**config.mk**
```make
export PLATFORM = sky130hd
export DESIGN_NAME = rmlc_top
export DESIGN_NICKNAME = d
export VERILOG_FILES = /design/src/verilog/rmlc_pkg.sv /design/src/verilog/rmlc_top.sv
export SDC_FILE = /design/constraint.sdc
export NUM_CORES = 1
export LEC_CHECK = 0
export CORE_UTILIZATION = 62
export CTS_CLUSTER_DIAMETER = 120
export CTS_CLUSTER_SIZE = 25
export DETAILED_ROUTE_END_ITERATION = 8
export DONT_BUFFER_PORTS = 1
export PLACE_DENSITY = 0.77
export SLEW_MARGIN = 15
export SYNTH_ARGS = -nofsm -noshare
export SYNTH_HDL_FRONTEND = slang
export SYNTH_SLANG_ARGS = --single-unit
```
**constraint.sdc**
```tcl
create_clock -name clk -period 2.18 [get_ports clk]
set_clock_uncertainty 0.05 [all_clocks]
set_input_delay 0.109 -clock clk [delete_from_list [all_inputs] [get_ports clk]]
set_output_delay 0.109 -clock clk [all_outputs]
set_load 0.05 [all_outputs]
```
**src/verilog/rmlc_pkg.sv**
```systemverilog
// Package with register map, bit positions and types for the media lock control block
package rmlc_pkg;
   // Register word addresses on APB (byte addresses)
   localparam logic [7:0] ADDR_COMMAND = 8'h00;
   localparam logic [7:0] ADDR_UNIT_SELECT = 8'h04;
   localparam logic [7:0] ADDR_STATE = 8'h08;
   localparam logic [7:0] ADDR_FAULT = 8'h0c;
   localparam logic [7:0] ADDR_CONFIG = 8'h10;
   localparam logic [7:0] ADDR_LOCK = 8'h14;
   // Opcodes
   localparam logic [7:0] OP_LOCK = 8'hde;
   localparam logic [7:0] OP_UNLOCK = 8'hdf;
   // Bit positions of completion_state_bits
   localparam int ST_BUSY = 7;
   localparam int ST_READY = 6;
   localparam int ST_FAULT = 5;
   localparam int ST_XFER = 3;
   localparam int ST_FAIL = 0;
   // Bit positions of completion_fault_bits
   localparam int ER_EJECT = 3;
   localparam int ER_ABORT = 2;
   localparam int ER_ABSENT = 1;
   // Unit select bit position
   localparam int UNIT_BIT = 4;
   // Config register fields
   localparam int CF_NOTIFY = 0;
   localparam int CF_SUPPORT = 1;
   localparam int CF_PACKET = 2;
   localparam int CF_UNIT_ID = 3;
   localparam logic [7:0] CONFIG_RESET = 8'h02;
   // Lock register fields
   localparam int LK_LOCKED = 0;
   localparam int LK_CHANGE = 1;
   localparam logic [31:0] BUS_ZERO = 32'h0000_0000;

   typedef enum logic [1:0] {
      RMLC_IDLE = 2'b00,
      RMLC_EXEC = 2'b01,
      RMLC_DONE = 2'b10
   } rmlc_phase_t;

   typedef struct packed {
      logic psel;
      logic penable;
      logic pwrite;
      logic [7:0] paddr;
      logic [31:0] pwdata;
   } rmlc_apb_req_t;

   typedef struct packed {
      logic pready;
      logic pslverr;
      logic [31:0] prdata;
   } rmlc_apb_rsp_t;

   typedef struct packed {
      rmlc_phase_t phase;
      logic is_unlock;
      logic [7:0] unit_sel;
      logic [7:0] state_bits;
      logic [7:0] fault_bits;
      logic [7:0] config_bits;
      logic locked;
      logic change_req;
      logic eject;
      logic [2:0] sync_media;
      logic [2:0] sync_button;
      logic [1:0] sync_fault;
      rmlc_apb_rsp_t rsp;
   } rmlc_state_t;
endpackage

```
**src/verilog/rmlc_top.sv**
```systemverilog
// Lock and unlock command handling for a removable-media device, APB register slave
`timescale 1ns/1ps
module rmlc_top (
   // Clock and reset
   input wire logic clk,
   input wire logic sys_rst,
   // APB slave
   input wire rmlc_pkg::rmlc_apb_req_t apb_req,
   output rmlc_pkg::rmlc_apb_rsp_t apb_rsp,
   // Drive-side pins
   input wire logic media_present,
   input wire logic change_button,
   input wire logic device_fault,
   // Mechanism control
   output logic media_locked,
   output logic eject_pulse,
   output logic busy_out
);
   import rmlc_pkg::*;

   rmlc_state_t s_q;
   rmlc_state_t s_d;

   logic wr_acc;
   logic rd_acc;
   logic opcode_hit;
   logic selected;
   logic button_rise;
   logic [7:0] err;

   function automatic logic [31:0] widen(input logic [7:0] v);
      widen = {24'h00_0000, v};
   endfunction

   always_comb begin
      s_d = s_q;
      err = 8'h00;
      s_d.sync_media = {s_q.sync_media[1:0], media_present};
      s_d.sync_button = {s_q.sync_button[1:0], change_button};
      s_d.sync_fault = {s_q.sync_fault[0], device_fault};
      // Edge detect only on stages past the first synchroniser flop
      button_rise = s_q.sync_button[1] & ~s_q.sync_button[2];
      s_d.eject = 1'b0;
      s_d.rsp.pready = 1'b0;
      s_d.rsp.pslverr = 1'b0;
      // Writes commit at the edge where the master samples pready high
      wr_acc = apb_req.psel & apb_req.penable & apb_req.pwrite & s_q.rsp.pready;
      rd_acc = apb_req.psel & apb_req.penable & ~apb_req.pwrite & ~s_q.rsp.pready;
      // Unit select bit must match the config unit ID bit for this device to take commands
      selected = s_q.unit_sel[UNIT_BIT] == s_q.config_bits[CF_UNIT_ID];
      opcode_hit = 1'b0;

      // Change-request latch: the unlock clear below wins over this hardware set
      if (button_rise && s_q.locked) begin
         s_d.change_req = 1'b1;
      end

      if (apb_req.psel && apb_req.penable && !s_q.rsp.pready) begin
         s_d.rsp.pready = 1'b1;
         s_d.rsp.prdata = BUS_ZERO;
         if (apb_req.pwrite) begin
            case (apb_req.paddr)
               ADDR_COMMAND, ADDR_UNIT_SELECT, ADDR_CONFIG: ;
               ADDR_STATE, ADDR_FAULT, ADDR_LOCK: ;
               default: s_d.rsp.pslverr = 1'b1;
            endcase
         end else if (rd_acc) begin
            case (apb_req.paddr)
               ADDR_UNIT_SELECT: s_d.rsp.prdata = widen(s_q.unit_sel);
               ADDR_STATE: s_d.rsp.prdata = widen(s_q.state_bits);
               ADDR_FAULT: s_d.rsp.prdata = widen(s_q.fault_bits);
               ADDR_CONFIG: s_d.rsp.prdata = widen(s_q.config_bits);
               ADDR_LOCK: s_d.rsp.prdata = widen({6'h00, s_q.change_req, s_q.locked});
               ADDR_COMMAND: s_d.rsp.prdata = BUS_ZERO;
               default: s_d.rsp.pslverr = 1'b1;
            endcase
         end
      end

      if (wr_acc) begin
         case (apb_req.paddr)
            ADDR_COMMAND: begin
               // A new opcode while busy is dropped; host waits for ready
               if (s_q.phase != RMLC_EXEC && selected) begin
                  if (apb_req.pwdata[7:0] == OP_LOCK || apb_req.pwdata[7:0] == OP_UNLOCK) begin
                     opcode_hit = 1'b1;
                  end
               end
            end
            ADDR_UNIT_SELECT: s_d.unit_sel = apb_req.pwdata[7:0];
            ADDR_CONFIG: s_d.config_bits = apb_req.pwdata[7:0];
            default: ;
         endcase
      end

      // Button while locked, outside RMLC_EXEC, raises eject request and failure summary at once
      if (button_rise && s_q.locked && s_q.phase != RMLC_EXEC) begin
         s_d.fault_bits[ER_EJECT] = 1'b1;
         s_d.state_bits[ST_FAIL] = 1'b1;
      end

      case (s_q.phase)
         RMLC_IDLE, RMLC_DONE: begin
            if (opcode_hit) begin
               s_d.phase = RMLC_EXEC;
               s_d.is_unlock = apb_req.pwdata[0];
               s_d.state_bits = 8'h00;
               s_d.state_bits[ST_BUSY] = 1'b1;
               s_d.fault_bits = 8'h00;
            end
         end
         RMLC_EXEC: begin
            // Outcome settles in one cycle, status and busy drop together
            if (!s_q.config_bits[CF_SUPPORT] || s_q.config_bits[CF_PACKET]) begin
               err[ER_ABORT] = 1'b1;
            end else if (s_q.config_bits[CF_NOTIFY]) begin
               err = 8'h00;
            end else if (!s_q.sync_media[2]) begin
               err[ER_ABSENT] = 1'b1;
            end else if (!s_q.is_unlock) begin
               if (!s_q.locked) begin
                  s_d.locked = 1'b1;
               end else begin
                  // Single bit: relock adds no level
                  err[ER_EJECT] = s_q.change_req | (button_rise & s_q.locked);
               end
            end else begin
               s_d.locked = 1'b0;
               if (s_q.change_req) begin
                  s_d.eject = 1'b1;
                  s_d.change_req = 1'b0;
               end
            end
            s_d.fault_bits = err;
            s_d.state_bits = 8'h00;
            s_d.state_bits[ST_READY] = 1'b1;
            s_d.state_bits[ST_FAULT] = s_q.sync_fault[1];
            s_d.state_bits[ST_XFER] = 1'b0;
            s_d.state_bits[ST_FAIL] = |err;
            s_d.state_bits[ST_BUSY] = 1'b0;
            s_d.phase = RMLC_DONE;
         end
         default: s_d.phase = RMLC_IDLE;
      endcase

      if (sys_rst) begin
         s_d = '0;
         s_d.phase = RMLC_IDLE;
         s_d.config_bits = CONFIG_RESET;
         s_d.state_bits[ST_READY] = 1'b1;
         s_d.locked = 1'b0;
         s_d.change_req = 1'b0;
      end
   end

   // Synchronous reset folded into the next-state copy
   always_ff @(posedge clk) begin
      s_q <= s_d;
   end

   assign apb_rsp = s_q.rsp;
   assign media_locked = s_q.locked;
   assign eject_pulse = s_q.eject;
   assign busy_out = s_q.state_bits[ST_BUSY];
endmodule
```
# Word-level counts from Yosys, hierarchy flattened

Index checks and enable logic that the tools add are counted.

Bits in registers: 80
Logic and storage cells: 104
Output and inout port bits: 37
Input bits: 48

Eq/ne operators: 12
Bitwise gates (word level): 17
Reductions and logical operators: 22
Multiplexer cells: 36

Operators by type and width:

| cell               | count |
|---|---|
| $pmux 8 s5         | 1 |
| $mux 34            | 1 |
| $mux 33            | 1 |
| $mux 32            | 1 |
| $pmux 16 s2        | 1 |
| $mux 1             | 19 |
| $eq 8x4->1 const B | 2 |
| $eq 8x5->1 const B | 2 |
| $eq 8x8->1 const B | 2 |
| $mux 16            | 1 |
| $mux 2             | 8 |
| $reduce_or 6->1    | 2 |
| $not 1->1          | 9 |
| $eq 8x3->1 const B | 1 |
| $logic_not 8->1    | 1 |
| $reduce_and 2->1   | 4 |
| $reduce_or 8->1    | 1 |
| $and 1x1->1        | 7 |
| $logic_and 1x1->1  | 5 |
| $mux 5             | 1 |
| $pmux 2 s2         | 1 |
| $reduce_and 4->1   | 1 |
| $reduce_or 2->1    | 2 |
| $mux 3             | 1 |
| other kinds (10)   | 12 |

# Logic depth before layout (Yosys ltp)

Gate-level depths: netlist of the first run.

Depth in word-level cells: 12
Depth in mapped cells: 6
Gate-level depth less buffers: 4

# Worst setup path after synthesis of the first run

Ideal clock, no wire load.

Path kind: input to register
Start point: input apb_req[33] in the netlist's numbering
End point: register s_q[67] in the netlist's numbering
Path buffers: 0
Library setup time: 0.114 ns
Path slack: 0.400 ns
Data arrival time: 1.616 ns
Data required time: 2.016 ns
Stages: 4
Cells stage by stage: or4_4 -> or2_1 -> or4_1 -> a21o_1

Longest elaborated chain between the ends: 5

RTL lines:

| item                              | line            | source |
|---|---|---|
| start: declaration                | rmlc_top.sv:8   | `input wire rmlc_pkg::rmlc_apb_req_t apb_req,` |
| $logic_not 8->1                   | rmlc_top.sv:81  | `case (apb_req.paddr)` |
| $mux 1                            | rmlc_top.sv:81  |  |
| $mux 1                            | rmlc_top.sv:80  | `if (wr_acc) begin` |
| $ne 2x2->1 (no source line)       | -               |  |
| $reduce_and 2->1 (no source line) | -               |  |
| end signal: assignment            | rmlc_top.sv:158 | `s_q <= s_d;` |
| end: declaration                  | rmlc_top.sv:21  | `rmlc_state_t s_q;` |

Every way passes these cells.
A chain may end at the register's enable or synchronous reset.

# Worst setup path in the final report of the first run

Start point: register s_q (netlist bit apb_rsp[33])
End point: register s_q (netlist bit apb_rsp[2])

Longest elaborated chain between the ends: 4
Elaborated cells between the ends (all ways): 6
Classes of those cells: 2 x mux; 2 x bitwise; 2 x reduce/logical

RTL lines:

| item        | line           | source |
|---|---|---|
| $not 1->1   | rmlc_top.sv:48 | `rd_acc = apb_req.psel & apb_req.penable & ~apb_req.pwrite & ~s_q.rsp.pready;` |
| $and 1x1->1 | rmlc_top.sv:48 |  |
| $mux 33     | rmlc_top.sv:67 | `end else if (rd_acc) begin` |
| $mux 32     | rmlc_top.sv:61 | `if (apb_req.pwrite) begin` |

Several ways; a longest one is shown, not always the timed one.

==> flow_summary.ini, run 1 <==
[detailed_routing]
drc_errors = 0
avgViaCountPerCell = 5.50
ant_nets = 0
dr_total_vias = 1693
firstDrtPassIters = 4
routed_wl_um = 4510
dr.first_iter.drc_count = 77
wl_per_cell_um = 14.6

[power]
p_total_mw = 1.61
powerDensity_nw_per_um2 = 658
peakVddDrop_mv = 0.450
leakage_nw = 0.968

[yosys]
syn_avg_cell_area_sq_um = 9.07
netlist.area_leader.share = 0.413
yosys_most_used_dff = dfxtp_1
synth_area_sq_um = 2280
ys_ff_latch = 47
yosys_warnings = 0
async_flop_share = 0
yosysUniqueCellTypes = 42
synth_area_leaders = dfxtp_1, buf_4, mux2i_1, nand2b_1, nor2b_1
synth_edf_count = 0
syn_inst = 251
synth_seq_area_share = 0.413
synth_top_area_cell = dfxtp_1

[placed_design]
port_buffers = 0
gp_congestion = 0.866
post-dp-hpwl_um = 3030

[timing]
tns_ps = 0
fmax_mhz = 545
slew_headroom = 0.646
drv_slew = 0
rsz0062_at_grt = false
setup_viol = 0
worst-slew-pin-transition_ps = 529
hold_viol = 0
period_minus_slack_ps = 1840
fin_crit_sh = 0.842

[hold_path]
hold-path-cell-count = 2
worst_hold_path_type = input port to flop

[clock_tree]
path_clk_slew_ps = 140
numCtsBuffers = 5
cts_sinks = 47
clockBufferDepth = 2
cts.root.buffer_cell = clkbuf_4
clock_latency_ps = 370
cts_setup_buffers = 0
htreeDepth = 2
cts_tree = yes

[grt]
gr-usage-all-layers = 0.245
grt_pass1_wl_um = 7400
first_global_vias = 1535
grt_max_degree = 46
overflow = 0
antenna_found_initial = 0

[finish]
drive_above_1_share = 0.0840
synthToLayoutAreaGrowth_pct = 7.64
diodes = 0
fin_nets = 309
fillers = 288

[critical_path]
timing_worst_setup_path_type = flop to flop
r2r_cells = 4
crit_fanout = 3
start_kind = flop
cp.required_ps = 2440
cp_data_arrival_time_ps = 2090
cp-end-kind = flop

[floorplan]
die_h_um = 62.6
initial_utilization = 0.667
rows = 21
core_area_sq_um = 3420
die_area_sq_um = 3920
boundaryPins = 85
die_w_um = 62.6

[run]
cap_violations = 0

[status]
status = finished, final reports clean
report_power, final:
part / switching, mW / internal (mW)
Sequential: 0.00567 / 0.867
Clock: 0.287 / 0.277
Combinational: 0.132 / 0.0445
Total: 0.424 / 1.19
metrics by stage:
step / instance area [sq um] / utilization / hold WS [ps] / setup slack, ps / cells
detailed placement: 2170 / 0.636 / 137 / 297 / 282
global placement: 2170 / 0.636 / 135 / 300 / 282
global route: 2450 / 0.718 / 4.25 / 281 / 308
finish: 2450 / 0.718 / 10.0 / 344 / 308
floorplan: 2360 / - / 187 / 400 / 274
CTS: 2450 / 0.718 / 6.35 / 395 / 308
logic make-up after synthesis:
family | Yosys count | synth area share
xor gates and xnor gates | 1 | 0.00385
other | 1 | 0.00165
and+or+nand+nor | 92 | 0.246
DFF | 47 | 0.413
muxes | 15 | 0.0659
AOI/OAI and AO/OA | 46 | 0.131
buffers and inverters | 49 | 0.138
path summary, 6_finish.rpt:
path	to	slack [ps]	from
setup / recovery	apb_rsp[2]	340	apb_rsp[33]
hold / removal	apb_rsp[6]	10	apb_req[36]
hold reg to reg	s_q[40]	410	s_q[39]
setup reg to reg	apb_rsp[2]	340	apb_rsp[33]
final cells by class:
type	instances	area, sq um	area share
Tap cell	46	57.6	0.0235
Inverter	5	18.8	0.00766
Clock buffer	6	51.3	0.0209
Sequential cell	47	941	0.384
Timing Repair Buffer	24	235	0.0960
Multi-Input combinational cell	178	1110	0.452
Clock inverter	2	38.8	0.0158
placed cells by master, fill, tap and decap left out, types with 2 or more instances in the layout:
master | Yosys | routed
o21ai_0 | 15 | 15
nand3b_1 | 6 | 6
inv_1 | 5 | 5
o22ai_1 | 3 | 3
buf_4 | 34 | 6
nor2_1 | 19 | 19
dfxtp_1 | 47 | 47
nor4_1 | 2 | 2
nor3_1 | 4 | 4
or4_1 | 5 | 5
a22oi_1 | 6 | 6
and3b_1 | 2 | 2
nand2b_1 | 15 | 15
a21oi_1 | 7 | 7
or3_1 | 2 | 2
clkbuf_4 | 0 | 5
mux2i_1 | 15 | 15
a22o_1 | 5 | 5
nor3b_1 | 2 | 2
nand2_1 | 9 | 9
nor2b_1 | 12 | 12
dlygate4sd3_1 | 0 | 17
nand4_1 | 3 | 3
or2_2 | 2 | 2
or4_4 | 2 | 2
o2bb2ai_1 | 3 | 3
conb_1 | 1 | 24
cell usage after synthesis, drive strengths merged (3+ instances only):
library cell	n
a22oi	6
buf	36
a21oi	7
nor4	4
nor2b	12
dfxtp	47
or2	3
o22ai	3
nand4	3
mux2i	15
nand2	9
o21ai	15
nor3	4
a22o	5
o2bb2ai	3
nand2b	15
or4	7
nor2	19
nand3b	6
inv	5
clkbuf	8
state kept, by name (all words and copies together) (netlist names):
name and flops:
busy_out 1, s_q 34, eject_pulse 1, media_locked 1, apb_rsp 10
worst max-delay path, stage by stage, from the launching register on:
cell and delay (ps):
dfxtp_1 340, buf_4 190, or3_1 450, or4_1 560
o2bb2ai_1 170
what timing repair did:
item	CTS	global route
hold buffers	18	0
gates resized for setup	0	0
endpoints found under the setup margin	0	0
hold endpoints to repair	47	0
routing by layer:
layer | up-vias | GRT usage | share of wire
met5 | - | 0 | 0
met4 | 0 | 0.0988 | 0.016
met3 | 8 | 0.0529 | 0.057
met2 | 60 | 0.402 | 0.46
met1 | 780 | 0.310 | 0.46
li1 | 845 | - | -
(Power assumes the default switching activity.)
==> run 2: changes to the inputs <==
Clock period 2.18 ns to 1.9 ns, I/O delays scaled along.
==> flow_summary.ini, run 2 (synthesis gave the netlist of run 1 again) <==
[critical_path]
slowest_delay_ps = 490
r2r_cells = 4
rrSetupSlack_ps = 90
path_buf_inv = 0
timing_worst_setup_path_type = flop to flop
cp-end-kind = flop
crit_fanout = 3
cp_top_family = simple AND/OR/NAND/NOR gates
cp.required_ps = 2130
worstPathCellList = nand4_1 > or4_1 > or4_1 > a21o_1
cp_common_cell = or4_1
cp_data_arrival_time_ps = 2040
start_kind = flop
reg2reg_to = s_q[67]
r2r_start = apb_rsp[33]
slowest_stage = or4_1

[grt]
antenna_found_initial = 0
grt.busiest_layer = met2
first_global_vias = 1556
gr-usage-met2 = 0.402
grt_pass1_wl_um = 7600
use_met1 = 0.325
grtUsageMet3 = 0.0620
grt_max_degree = 46
overflow = 0
gr-usage-all-layers = 0.250

[finish]
synthToLayoutAreaGrowth_pct = 8.96
diodes = 0
layout_commonest_cell = dfxtp_1
postLayoutCellArea_sq_um = 2480
largest_reg_flops = 34
drive_above_1_share = 0.0909
regMostFlops = s_q
fillers = 252
final_cell_mix = dfxtp_1, conb_1, nor2_1, dlygate4sd3_1
fin_cells = 310
fin_nets = 311

[floorplan]
initial_utilization = 0.667
rows = 21
boundaryPins = 85
core_area_sq_um = 3420
die_h_um = 62.6
die_area_sq_um = 3920
die_w_um = 62.6

[timing]
fmax_mhz = 553
worst-slew-pin-transition_ps = 561
slew_headroom = 0.625
rsz0062_at_grt = false
fin_crit_sh = 0.952
setup_viol = 0
tns_ps = 0
worst_slack_ps = 91.2
period_minus_slack_ps = 1810
drv_slew = 0
hold_viol = 0

[clock_tree]
cts.root.buffer_cell = clkbuf_4
cts_tree = yes
htreeDepth = 2
path_clk_slew_ps = 140
numCtsBuffers = 5
cts_sinks = 47
cts_resized = 0
clock_latency_ps = 370
clockBufferDepth = 2

[status]
status = finished, final reports clean

[detailed_routing]
wl_per_cell_um = 15.4
ant_nets = 0
avgViaCountPerCell = 5.65
dr_total_vias = 1752
drc_errors = 0
dr.first_iter.drc_count = 170
firstDrtPassIters = 4
routed_wl_um = 4770

[placed_design]
gp_congestion = 0.835
dpl_cell_area_sq_um = 2190
port_buffers = 0
post-dp-hpwl_um = 3070
placed_cells = 284
preCtsSetupSlack_ps = 66.1

[hold_path]
hold_end = apb_rsp[3]
hold-path-cell-count = 4
worstHoldStart = apb_req[35]
worst_hold_path_type = input port to flop

[power]
powerDensity_nw_per_um2 = 782
peakVddDrop_mv = 0.497
p_total_mw = 1.94
leakage_nw = 0.978

[run]
cap_violations = 0
[run 2: cell count changes in the layout (fill, tap and decap cells not counted), sizes merged]
cell      change
buf           +2
bufinv        +1
clkbuf        -1
clkinvlp      +1
inv           -1
[run 2: metrics by stage]
stage                     hold slack, ps  utilization
final                               11.3        0.726
after global routing                17.8        0.726
after CTS                           9.12        0.723
after detailed placement             124        0.640
after global placement               121        0.640
after floorplan                      173            -
[run 2: how the worst max path moves through the flow]
stage / cells after the start / startpoint / slack [ps] / to
2_1_floorplan: 4 / apb_req[33] / 130 / s_q[67]
3_3_place_gp: 4 / apb_req[33] / 80 / s_q[67]
3_5_place_dp: 4 / apb_req[33] / 70 / s_q[67]
4_1_cts: 4 / apb_rsp[33] / 110 / s_q[67]
5_1_grt: 4 / apb_rsp[33] / 8 / s_q[67]
6_report: 4 / apb_rsp[33] / 90 / s_q[67]
[run 2: area by class of cell]
cell class | instances | area [sq um] | share of cell area
Inverter | 5 | 18.8 | 0.00756
Timing Repair Buffer | 26 | 250 | 0.101
Tap cell | 46 | 57.6 | 0.0232
Sequential cell | 47 | 941 | 0.379
Multi-Input combinational cell | 178 | 1110 | 0.447
Clock inverter | 3 | 67.6 | 0.0272
Clock buffer | 5 | 37.5 | 0.0151
[run 2: tightest hold or removal path: cells and delay by family]
family | cells | cell delay (ps)
AND/OR/NAND/NOR | 1 | 80
AO/OA/AOI/OAI | 2 | 170
multiplexers | 1 | 50
[run 2: per-layer routing]
| metal | part of all wire | up-vias | routed length, um |
|---|---|---|---|
| met5 | 0 | - | 0 |
| met4 | 0.017 | 0 | 82 |
| met2 | 0.46 | 82 | 2220 |
| met3 | 0.078 | 11 | 370 |
| met1 | 0.44 | 816 | 2100 |
| li1 | - | 843 | - |
[run 2: timing repair]
item,CTS,global route
hold buffers,17,1
buffers inserted,0,0
hold endpoints to repair,47,1
[run 2: power by group]
part | switching, mW | total, mW | internal, mW
clock | 0.326 | 0.735 | 0.409
combinational | 0.153 | 0.204 | 0.0515
sequential | 0.00658 | 1.00 | 0.994
